<file path="src/verilog/irq_pkg.sv">
/*
 * constants, register map, field layouts and carrier types of the interrupt
 * controller slice with shadow context storage and external edge requests.
 * assumes a single core clock and a synchronous active-low reset.
 */
package irq_pkg;
    localparam int NUM_REGS = 20;
    localparam int NUM_SRC = 48;             // three flag words of sources
    // register offsets, as printed
    localparam logic [15:0] OFS_CTRL_TWO = 16'h0082;
    localparam logic [15:0] OFS_FLAGS_0 = 16'h0084;
    localparam logic [15:0] OFS_FLAGS_1 = 16'h0086;
    localparam logic [15:0] OFS_FLAGS_2 = 16'h0088;
    localparam logic [15:0] OFS_EN_0 = 16'h008C;
    localparam logic [15:0] OFS_EN_1 = 16'h3800;
    localparam logic [15:0] OFS_EN_2 = 16'h0600;
    localparam logic [15:0] OFS_CTRL_ONE = 16'h0800;
    localparam logic [15:0] OFS_PRI_0 = 16'h0094;
    localparam logic [15:0] OFS_PRI_1 = 16'h9600;
    localparam logic [15:0] OFS_PRI_2 = 16'h8600;
    localparam logic [15:0] OFS_PRI_3 = 16'hA600;
    localparam logic [15:0] OFS_PRI_4 = 16'h009C;
    localparam logic [15:0] OFS_PRI_5 = 16'h009E;
    localparam logic [15:0] OFS_PRI_6 = 16'h00A0;
    localparam logic [15:0] OFS_PRI_7 = 16'h00A2;
    localparam logic [15:0] OFS_PRI_8 = 16'h00A4;
    localparam logic [15:0] OFS_PRI_9 = 16'h00A6;
    localparam logic [15:0] OFS_PRI_10 = 16'h00A8;
    localparam logic [15:0] OFS_PRI_11 = 16'h00AA;
    // own registers: event status and mask
    localparam logic [15:0] OFS_EVT_STAT = 16'h00B0;
    localparam logic [15:0] OFS_EVT_MASK = 16'h00B2;
    // priority reset patterns
    localparam logic [15:0] RST_PRI_2222 = 16'h2222;
    localparam logic [15:0] RST_PRI_4444 = 16'h4444;
    localparam logic [15:0] RST_PRI_6 = 16'h2202;
    localparam logic [15:0] RST_PRI_9 = 16'h4044;
    localparam logic [15:0] RST_PRI_10 = 16'h4004;
    localparam logic [15:0] RST_ZERO = 16'h0000;
    // writable masks; reserved bits read zero, except bits 13 and 9 of priority word 6 until its first write
    localparam logic [15:0] MSK_PRI = 16'h7777;
    localparam logic [15:0] MSK_PRI_6 = 16'h0077;
    localparam logic [15:0] MSK_PRI_9 = 16'h7077;
    localparam logic [15:0] MSK_PRI_10 = 16'h7007;
    localparam logic [15:0] MSK_CTRL_TWO = 16'hC007;
    localparam logic [15:0] MSK_CTRL_ONE = 16'h871E;
    localparam logic [15:0] MSK_FLAGS_1 = 16'h03FF;
    localparam logic [15:0] MSK_FLAGS_2 = 16'h0980;
    // field positions
    localparam int POL_ZERO_BIT = 0;
    localparam int POL_TWO_BIT = 2;
    localparam int ALT_VEC_BIT = 15;
    localparam int NEST_DIS_BIT = 15;
    localparam int EXT0_FLAG_POS = 0;        // flags word 0 bit 0
    localparam int EXT1_FLAG_POS = 16;       // flags word 1 bit 0
    localparam int EXT2_FLAG_POS = 23;       // flags word 1 bit 7
    // event status bits
    localparam int EVT_EXT0 = 0;
    localparam int EVT_WAKE = 3;
    localparam int EVT_SHADOW_OVR = 4;
    localparam int EVT_W = 5;
    localparam logic [2:0] PRI_NONE = 3'h0;
    // shadowed core context
    typedef struct packed {
        logic digit_carry_flag;
        logic negative_flag;
        logic overflow_flag;
        logic zero_flag;
        logic carry_flag;
        logic [15:0] working_reg_zero;
        logic [15:0] working_reg_one;
        logic [15:0] working_reg_two;
        logic [15:0] working_reg_three;
    } core_context_t;
    // register bus request
    typedef struct packed {
        logic [15:0] addr;
        logic [15:0] wdata;
        logic wr;
        logic rd;
    } reg_req_t;
    typedef enum logic [1:0] {PWR_RUN, PWR_SLEEP, PWR_IDLE} pwr_state_t;
endpackage : irq_pkg

</file>
<file path="src/verilog/edge_detect.sv">
/*
 * one external request input: two-stage synchroniser and a polarity
 * selectable edge detector that emits a single-cycle pulse.
 * assumes the request pin is asynchronous to sys_clk.
 */
`timescale 1ns/1ps
module edge_detect
(
    input wire logic sys_clk,
    input wire logic rst_n,
    input wire logic req_pin,
    input wire logic falling_sel,
    output logic edge_pulse
);
    logic meta_reg;      // first stage, read only by sync_reg
    logic sync_reg;      // settled level
    logic last_reg;      // previous settled level

    // synchroniser and history
    always_ff @(posedge sys_clk)
    begin
        if (!rst_n)
        begin
            meta_reg <= 1'b0;
            sync_reg <= 1'b0;
            last_reg <= 1'b0;
        end
        else
        begin
            meta_reg <= req_pin;
            sync_reg <= meta_reg;
            last_reg <= sync_reg;
        end
    end

    // a transition only, never a level; polarity picks direction
    always_comb
    begin
        if (falling_sel)
            edge_pulse = last_reg & ~sync_reg;
        else
            edge_pulse = ~last_reg & sync_reg;
    end
endmodule : edge_detect

</file>
<file path="src/verilog/irq_ctrl.sv">
/*
 * interrupt controller slice: register map, flag/enable/priority logic,
 * external edge requests, wake from sleep or idle, one-level shadow store.
 * assumes the core drives save/restore strobes from its shadow instructions
 * and gives acknowledge when it vectors.
 */
// Design decision made here: strobed register access.
`timescale 1ns/1ps
module irq_ctrl
(
    input wire logic sys_clk,
    input wire logic rst_n,
    input wire irq_pkg::reg_req_t bus_req,
    output logic [15:0] rd_data,
    input wire logic [2:0] ext_request,
    input wire logic [2:0] core_priority_level,
    input wire logic sleep_enter,
    input wire logic idle_enter,
    input wire logic irq_ack,
    input wire logic shadow_save,
    input wire logic shadow_restore,
    input wire irq_pkg::core_context_t live_context,
    output irq_pkg::core_context_t shadow_context,
    output logic irq_request,
    output logic [5:0] irq_vector,
    output logic [2:0] irq_level,
    output logic alternate_vector_select,
    output logic nesting_disable,
    output logic core_wake,
    output logic core_asleep,
    output logic event_irq
);
    import irq_pkg::*;

    logic [15:0] ctrl_one_reg;              // control one
    logic [15:0] ctrl_two_reg;              // control two
    logic [NUM_SRC-1:0] flag_reg;           // three flag words
    logic [NUM_SRC-1:0] en_reg;             // three enable words
    logic [15:0] pri_reg [0:11];            // priority words
    logic [EVT_W-1:0] evt_stat_reg;         // sticky events
    logic [EVT_W-1:0] evt_mask_reg;         // event mask
    logic shadow_full_reg;                  // shadow holds unrestored save
    pwr_state_t pwr_reg;                    // core power state
    core_context_t shadow_reg;              // single-level store
    logic [2:0] ext_edge;                   // one-cycle edge pulses
    logic [NUM_SRC-1:0] ext_set;            // flag set vector
    logic [NUM_SRC-1:0] wr_flag_val;        // flag words as written
    logic [NUM_SRC-1:0] wr_flag_sel;        // which flag word is written
    logic [NUM_SRC-1:0] pending;            // flag and enable
    logic [2:0] best_pri;
    logic [5:0] best_src;
    logic [15:0] rd_next;
    logic wake_evt;
    logic wr;

    assign wr = bus_req.wr;

    // three edge detectors, one per external request
    genvar gi;
    generate
        for (gi = 0; gi < 3; gi++)
        begin : g_ext
            edge_detect u_edge
            (
                .sys_clk(sys_clk),
                .rst_n(rst_n),
                .req_pin(ext_request[gi]),
                .falling_sel(ctrl_two_reg[POL_ZERO_BIT + gi]),
                .edge_pulse(ext_edge[gi])
            );
        end
    endgenerate

    // edges map to their flag positions
    always_comb
    begin
        ext_set = '0;
        ext_set[EXT0_FLAG_POS] = ext_edge[0];
        ext_set[EXT1_FLAG_POS] = ext_edge[1];
        ext_set[EXT2_FLAG_POS] = ext_edge[2];
    end

    // decode a bus write to the flag words
    always_comb
    begin
        wr_flag_val = {bus_req.wdata & MSK_FLAGS_2,
            bus_req.wdata & MSK_FLAGS_1, bus_req.wdata};
        wr_flag_sel = '0;
        if (wr && bus_req.addr == OFS_FLAGS_0)
            wr_flag_sel[15:0] = '1;
        if (wr && bus_req.addr == OFS_FLAGS_1)
            wr_flag_sel[31:16] = '1;
        if (wr && bus_req.addr == OFS_FLAGS_2)
            wr_flag_sel[47:32] = '1;
    end

    // flags: software writes, hardware edges win over a clear
    always_ff @(posedge sys_clk)
    begin
        if (!rst_n)
            flag_reg <= '0;
        else
            flag_reg <= ((flag_reg & ~wr_flag_sel)
                | (wr_flag_val & wr_flag_sel)) | ext_set;
    end

    // enables and control registers
    always_ff @(posedge sys_clk)
    begin
        if (!rst_n)
        begin
            en_reg <= '0;
            ctrl_one_reg <= RST_ZERO;
            ctrl_two_reg <= RST_ZERO;
        end
        else if (wr)
        begin
            unique case (bus_req.addr)
                OFS_EN_0: en_reg[15:0] <= bus_req.wdata;
                OFS_EN_1: en_reg[31:16] <= bus_req.wdata & MSK_FLAGS_1;
                OFS_EN_2: en_reg[47:32] <= bus_req.wdata & MSK_FLAGS_2;
                OFS_CTRL_ONE: ctrl_one_reg <= bus_req.wdata & MSK_CTRL_ONE;
                OFS_CTRL_TWO: ctrl_two_reg <= bus_req.wdata & MSK_CTRL_TWO;
                default: ;                      // other or unmapped
            endcase
        end
    end

    // priority words; reserved words stay zero
    always_ff @(posedge sys_clk)
    begin
        if (!rst_n)
        begin
            pri_reg[0] <= RST_PRI_2222;
            pri_reg[1] <= RST_PRI_4444;
            pri_reg[2] <= RST_PRI_2222;
            pri_reg[3] <= RST_PRI_2222;
            pri_reg[4] <= RST_PRI_4444;
            pri_reg[5] <= RST_PRI_4444;
            pri_reg[6] <= RST_PRI_6;
            pri_reg[7] <= RST_ZERO;
            pri_reg[8] <= RST_ZERO;
            pri_reg[9] <= RST_PRI_9;
            pri_reg[10] <= RST_PRI_10;
            pri_reg[11] <= RST_ZERO;
        end
        else if (wr)
        begin
            unique case (bus_req.addr)
                OFS_PRI_0: pri_reg[0] <= bus_req.wdata & MSK_PRI;
                OFS_PRI_1: pri_reg[1] <= bus_req.wdata & MSK_PRI;
                OFS_PRI_2: pri_reg[2] <= bus_req.wdata & MSK_PRI;
                OFS_PRI_3: pri_reg[3] <= bus_req.wdata & MSK_PRI;
                OFS_PRI_4: pri_reg[4] <= bus_req.wdata & MSK_PRI;
                OFS_PRI_5: pri_reg[5] <= bus_req.wdata & MSK_PRI;
                OFS_PRI_6: pri_reg[6] <= bus_req.wdata & MSK_PRI_6;
                OFS_PRI_9: pri_reg[9] <= bus_req.wdata & MSK_PRI_9;
                OFS_PRI_10: pri_reg[10] <= bus_req.wdata & MSK_PRI_10;
                default: ;                      // reserved words ignore
            endcase
        end
    end

    // pending and arbitration: highest priority, lowest index on tie
    always_comb
    begin
        pending = flag_reg & en_reg;
        best_pri = PRI_NONE;
        best_src = '0;
        for (int i = NUM_SRC - 1; i >= 0; i--)
        begin
            // source i sits in word i/4, nibble i%4
            if (pending[i] &&
                pri_reg[i / 4][(i % 4) * 4 +: 3] >= best_pri &&
                pri_reg[i / 4][(i % 4) * 4 +: 3] != PRI_NONE)
            begin
                best_pri = pri_reg[i / 4][(i % 4) * 4 +: 3];
                best_src = 6'(i);
            end
        end
    end

    // request only strictly above the core level, asleep or not
    assign irq_request = (best_pri > core_priority_level);
    assign irq_vector = best_src;
    assign irq_level = best_pri;
    // wake in the same cycle the request is presented
    assign wake_evt = irq_request && pwr_reg != PWR_RUN;
    assign core_wake = wake_evt;
    assign core_asleep = (pwr_reg != PWR_RUN);
    assign alternate_vector_select = ctrl_two_reg[ALT_VEC_BIT];
    assign nesting_disable = ctrl_one_reg[NEST_DIS_BIT];

    // power state; request or acknowledge returns to run
    always_ff @(posedge sys_clk)
    begin
        if (!rst_n)
            pwr_reg <= PWR_RUN;
        else
        begin
            unique case (pwr_reg)
                PWR_RUN:
                begin
                    if (sleep_enter)
                        pwr_reg <= PWR_SLEEP;
                    else if (idle_enter)
                        pwr_reg <= PWR_IDLE;
                end
                PWR_SLEEP, PWR_IDLE:
                begin
                    if (wake_evt || irq_ack)
                        pwr_reg <= PWR_RUN;
                end
                default: pwr_reg <= PWR_RUN;    // illegal code recovers
            endcase
        end
    end

    // shadow store: only the save strobe loads it
    always_ff @(posedge sys_clk)
    begin
        if (!rst_n)
        begin
            shadow_reg <= '0;
            shadow_full_reg <= 1'b0;
        end
        else if (shadow_save)
        begin
            shadow_reg <= live_context;
            shadow_full_reg <= 1'b1;
        end
        else if (shadow_restore)
            shadow_full_reg <= 1'b0;
    end

    // restore path is the only way out; no register offset maps it
    assign shadow_context = shadow_reg;

    // sticky events; set wins over write-one-to-clear
    always_ff @(posedge sys_clk)
    begin
        if (!rst_n)
        begin
            evt_stat_reg <= '0;
            evt_mask_reg <= '0;
        end
        else
        begin
            evt_stat_reg <= (evt_stat_reg & ~((wr &&
                bus_req.addr == OFS_EVT_STAT) ? bus_req.wdata[EVT_W-1:0]
                : '0)) | {shadow_save & shadow_full_reg, wake_evt,
                ext_edge};
            if (wr && bus_req.addr == OFS_EVT_MASK)
                evt_mask_reg <= bus_req.wdata[EVT_W-1:0];
        end
    end

    assign event_irq = |(evt_stat_reg & evt_mask_reg);

    // read mux
    always_comb
    begin
        rd_next = RST_ZERO;
        unique case (bus_req.addr)
            OFS_CTRL_ONE: rd_next = ctrl_one_reg;
            OFS_CTRL_TWO: rd_next = ctrl_two_reg;
            OFS_FLAGS_0: rd_next = flag_reg[15:0];
            OFS_FLAGS_1: rd_next = flag_reg[31:16];
            OFS_FLAGS_2: rd_next = flag_reg[47:32];
            OFS_EN_0: rd_next = en_reg[15:0];
            OFS_EN_1: rd_next = en_reg[31:16];
            OFS_EN_2: rd_next = en_reg[47:32];
            OFS_PRI_0: rd_next = pri_reg[0];
            OFS_PRI_1: rd_next = pri_reg[1];
            OFS_PRI_2: rd_next = pri_reg[2];
            OFS_PRI_3: rd_next = pri_reg[3];
            OFS_PRI_4: rd_next = pri_reg[4];
            OFS_PRI_5: rd_next = pri_reg[5];
            OFS_PRI_6: rd_next = pri_reg[6];
            OFS_PRI_9: rd_next = pri_reg[9];
            OFS_PRI_10: rd_next = pri_reg[10];
            OFS_EVT_STAT: rd_next = {11'h000, evt_stat_reg};
            OFS_EVT_MASK: rd_next = {11'h000, evt_mask_reg};
            default: rd_next = RST_ZERO;        // unmapped and reserved
        endcase
    end

    // read data stands one cycle after the strobe only
    always_ff @(posedge sys_clk)
    begin
        if (!rst_n)
            rd_data <= RST_ZERO;
        else if (bus_req.rd)
            rd_data <= rd_next;
        else
            rd_data <= RST_ZERO;
    end
endmodule : irq_ctrl

</file>
<file path="config.mk">
export PLATFORM = sky130hd
export DESIGN_NAME = irq_ctrl
export DESIGN_NICKNAME = d
export VERILOG_FILES = /design/src/verilog/irq_pkg.sv /design/src/verilog/edge_detect.sv /design/src/verilog/irq_ctrl.sv
export SDC_FILE = /design/constraint.sdc
export NUM_CORES = 1
export LEC_CHECK = 0
export BUFFER_PORTS_ARGS = -buffer_cell sky130_fd_sc_hd__buf_2
export CAP_MARGIN = 20
export CORE_MARGIN = 4
export CORE_UTILIZATION = 30
export CTS_CLUSTER_SIZE = 30
export DETAILED_ROUTE_END_ITERATION = 10
export PLACE_DENSITY = 0.59
export SYNTH_ARGS = -nofsm -noshare
export SYNTH_HDL_FRONTEND = slang
export SYNTH_SLANG_ARGS = --single-unit
</file>
<file path="constraint.sdc">
create_clock -name sys_clk -period 52.6 [get_ports sys_clk]
set_input_delay 10.52 -clock sys_clk [delete_from_list [all_inputs] [get_ports sys_clk]]
set_output_delay 10.52 -clock sys_clk [all_outputs]
set_load 0.01 [all_outputs]
</file>
==> flow_metrics.env <==
export IMPL_grt_pass1_vias=15580
export IMPL_fin_crit_ps=50240
export IMPL_synth_top_area_cell="dfxtp_1"
export IMPL_detail_route_antenna_nets=0
export IMPL_drv_slew=0
export IMPL_p_per_area_nw_per_um2=26.7
export IMPL_max_cap_violations=0
export IMPL_totalPowerFinal_uw=540
export IMPL_num_vias=16254
export IMPL_clkLatencyLatePin_ps=560
export IMPL_setup_viol=0
export IMPL_num_io_pins=216
export IMPL_slew_headroom=0.249
export IMPL_core_area_um2=55200
export IMPL_clkTransAtPathRegs_ps=60
export IMPL_fin_nets=2242
export IMPL_pre_cts_ws_ps=842
export IMPL_synth_area_um2=16800
export IMPL_fp_dieW_um=245
export IMPL_seqCellArea_um2=6760
export IMPL_overflow=0
export IMPL_path_class="register to primary output"
export IMPL_cts_buffer_depth=3
export IMPL_critPathLaunchType="register"
export IMPL_dieArea_um2=59800
export IMPL_start_util=0.304
export IMPL_htree_levels=2
export IMPL_drt_total_wl_um=66200
export IMPL_worstPathBufferInverterCount=6
export IMPL_yosysMostFrequentCell="nand2_1"
export IMPL_synth_cell_type_count=119
export IMPL_largest_reg_flops=94
export IMPL_grt_usage=0.210
export IMPL_min_period_over_period=0.955
export IMPL_n_antenna_cell=0
export IMPL_root_buffer="clkbuf_16"
export IMPL_drive_gt1_frac=0.218
export IMPL_cts_sinks=291
export IMPL_avgViaCountPerCell=5.68
export IMPL_critPathCaptureType="primary output"
export IMPL_synth_edf_count=93
export IMPL_min_path_type="register to register"
export IMPL_grt_max_degree=83
export IMPL_num_rows=86
export IMPL_peakVddDrop_v=0.0000221
export IMPL_outcome="complete, no violations"
export IMPL_gp_congestion=0.920
export IMPL_synth_commonest_cells="nand2_1, dfxtp_1, nor2_1"
export IMPL_synth_top_area_frac=0.236
export IMPL_hold_ws_ps=432
export IMPL_crit_family="compound AO/OA/AOI/OAI gates"
export IMPL_max_clock_freq_ghz=0.0199
export IMPL_dr_pass1_iters=8
export IMPL_portBuffers=215
export IMPL_synth_ff_type="dfxtp_1"
export IMPL_grt_pass1_wl_um=97700
export IMPL_avgSynthCellArea_um2=8.87
export IMPL_synth_seq_cells=291
export IMPL_multi_input_area_um2=9730
export IMPL_crit_required_ps=42080
export IMPL_worst_pin_slew_ps=1120
export IMPL_drt_iter0_drc=1785
export IMPL_async_reset_ff_frac=0
export IMPL_cpPeakStageDelay_ps=900
export IMPL_layout_setup_ws_ps=2360
export IMPL_fin_worst_skew_ps=19.6
export IMPL_netlist_instances=1892
export IMPL_finalHoldViolCount=0
export IMPL_synth_nets=2046
export IMPL_critical_path_max_fanout=10
export IMPL_drc=0
export IMPL_dp_hpwl_um=49000
export IMPL_cts_tree="yes"
export IMPL_netlist_top_cells_area="dfxtp_1, edfxtp_1, mux2i_1, nand2_1, a21oi_1"
export IMPL_area_growth_pct=20.5
export IMPL_cts_buffers=35
export IMPL_hold_buffers=0
export IMPL_antenna_found_initial=9
export IMPL_cp_data_arrival_time_ps=39720
export IMPL_die_h_um=245
export IMPL_setup_tns_ps=0
export IMPL_slowest_stage="nor4_2"
export IMPL_ys_warnings_count=0
export IMPL_yosysSeqAreaShare=0.403
export IMPL_path_common_cell="ha_1"
export IMPL_routedWlPerCell_um=23.1
export IMPL_p_leak_nw=8.18
export IMPL_fillCellCount=5601
per-stage QoR:
step	util	instance area [µm²]	cells
2_1_floorplan	-	16800	1892
3_3_place_gp	0.337	18600	2777
3_5_place_dp	0.337	18600	2778
4_1_cts	0.358	19800	2842
5_1_grt	0.366	20200	2863
6_report	0.366	20200	2863
report_power, final:
part	switching (mW)	internal, mW
clock	0.105	0.147
sequential	0.0104	0.239
combinational	0.0232	0.0147
cell usage in the layout (no fill, tap or decap), types with 8 or more instances in the layout:
cell / instances
nand2b_1: 54
o21a_1: 12
ha_1: 38
or2_2: 10
buf_2: 216
a222oi_1: 17
o21ai_1: 10
nand3_1: 81
dfxtp_1: 196
a21o_1: 10
inv_1: 60
o31ai_1: 8
buf_4: 38
or3_1: 8
nor4_1: 13
o211ai_1: 10
a31oi_1: 23
mux2i_1: 101
nor2b_1: 74
nand4_1: 14
clkbuf_16: 35
a21boi_0: 21
edfxtp_1: 93
a221o_1: 8
a22oi_1: 20
mux2_2: 9
and3_1: 73
nor3_1: 25
nand2_1: 238
o21bai_1: 8
o22ai_1: 8
a21oi_1: 104
a221oi_1: 21
o21ai_0: 55
a211oi_2: 8
nor2_1: 111
and2_1: 49
path summary, 6_finish.rpt:
path,start,end,slack (ps),cells after the start
setup / recovery,pri_reg[5][9]$_SDFFCE_PN0P_,irq_vector[4],2360,210
hold / removal,g_ext[1].u_edge.meta_reg$_SDFF_PN0_,g_ext[1].u_edge.sync_reg$_SDFF_PN0_,430,1
setup reg to reg,pri_reg[5][9]$_SDFFCE_PN0P_,pwr_reg[0]$_SDFFE_PN0P_,13080,220
hold reg to reg,g_ext[1].u_edge.meta_reg$_SDFF_PN0_,g_ext[1].u_edge.sync_reg$_SDFF_PN0_,430,1
layer usage:
layer	wire, µm	vias up	global-route usage
met3	7060	157	0.0600
met5	68	-	0
li1	-	7365	-
met1	26900	7772	0.271
met2	29700	950	0.338
met4	2520	10	0.0750
final cells by class:
class                           count  area share
Timing Repair Buffer              255      0.0678
Tap cell                          748      0.0463
Inverter                           63      0.0117
Clock buffer                       42      0.0456
Multi-Input combinational cell   1442       0.481
Clock inverter                     22      0.0132
Sequential cell                   291       0.334
logic make-up (layout without fill, tap and decap cells):
kind of cell,Yosys count,in the layout,synth area share
AOI/OAI and AO/OA,469,469,0.211
adders and majority gates,43,43,0.0315
buffers and inverters,159,382,0.0373
DFF,291,291,0.403
muxes,115,115,0.0705
and+or+nand+nor,815,815,0.247
worst register-to-register path, delay by kind of cell, from the launching register on:
kind / cells / cell delay, ps
AO/OA/AOI/OAI: 92 / 15980
AND/OR/NAND/NOR: 83 / 11590
adder cells (fa/ha/maj): 33 / 9030
multiplexers: 6 / 1960
buffers and inverters: 6 / 450
flip-flops: 1 / 400
what timing repair did:
item / 4_1_cts / 5_1_grt
setup buffers: 0 / 19
gates resized for setup: 0 / 67
endpoints found under the hold margin: 0 / 0
setup endpoints to repair: 0 / 11
Note: power is estimated with default switching activity, not from simulation.
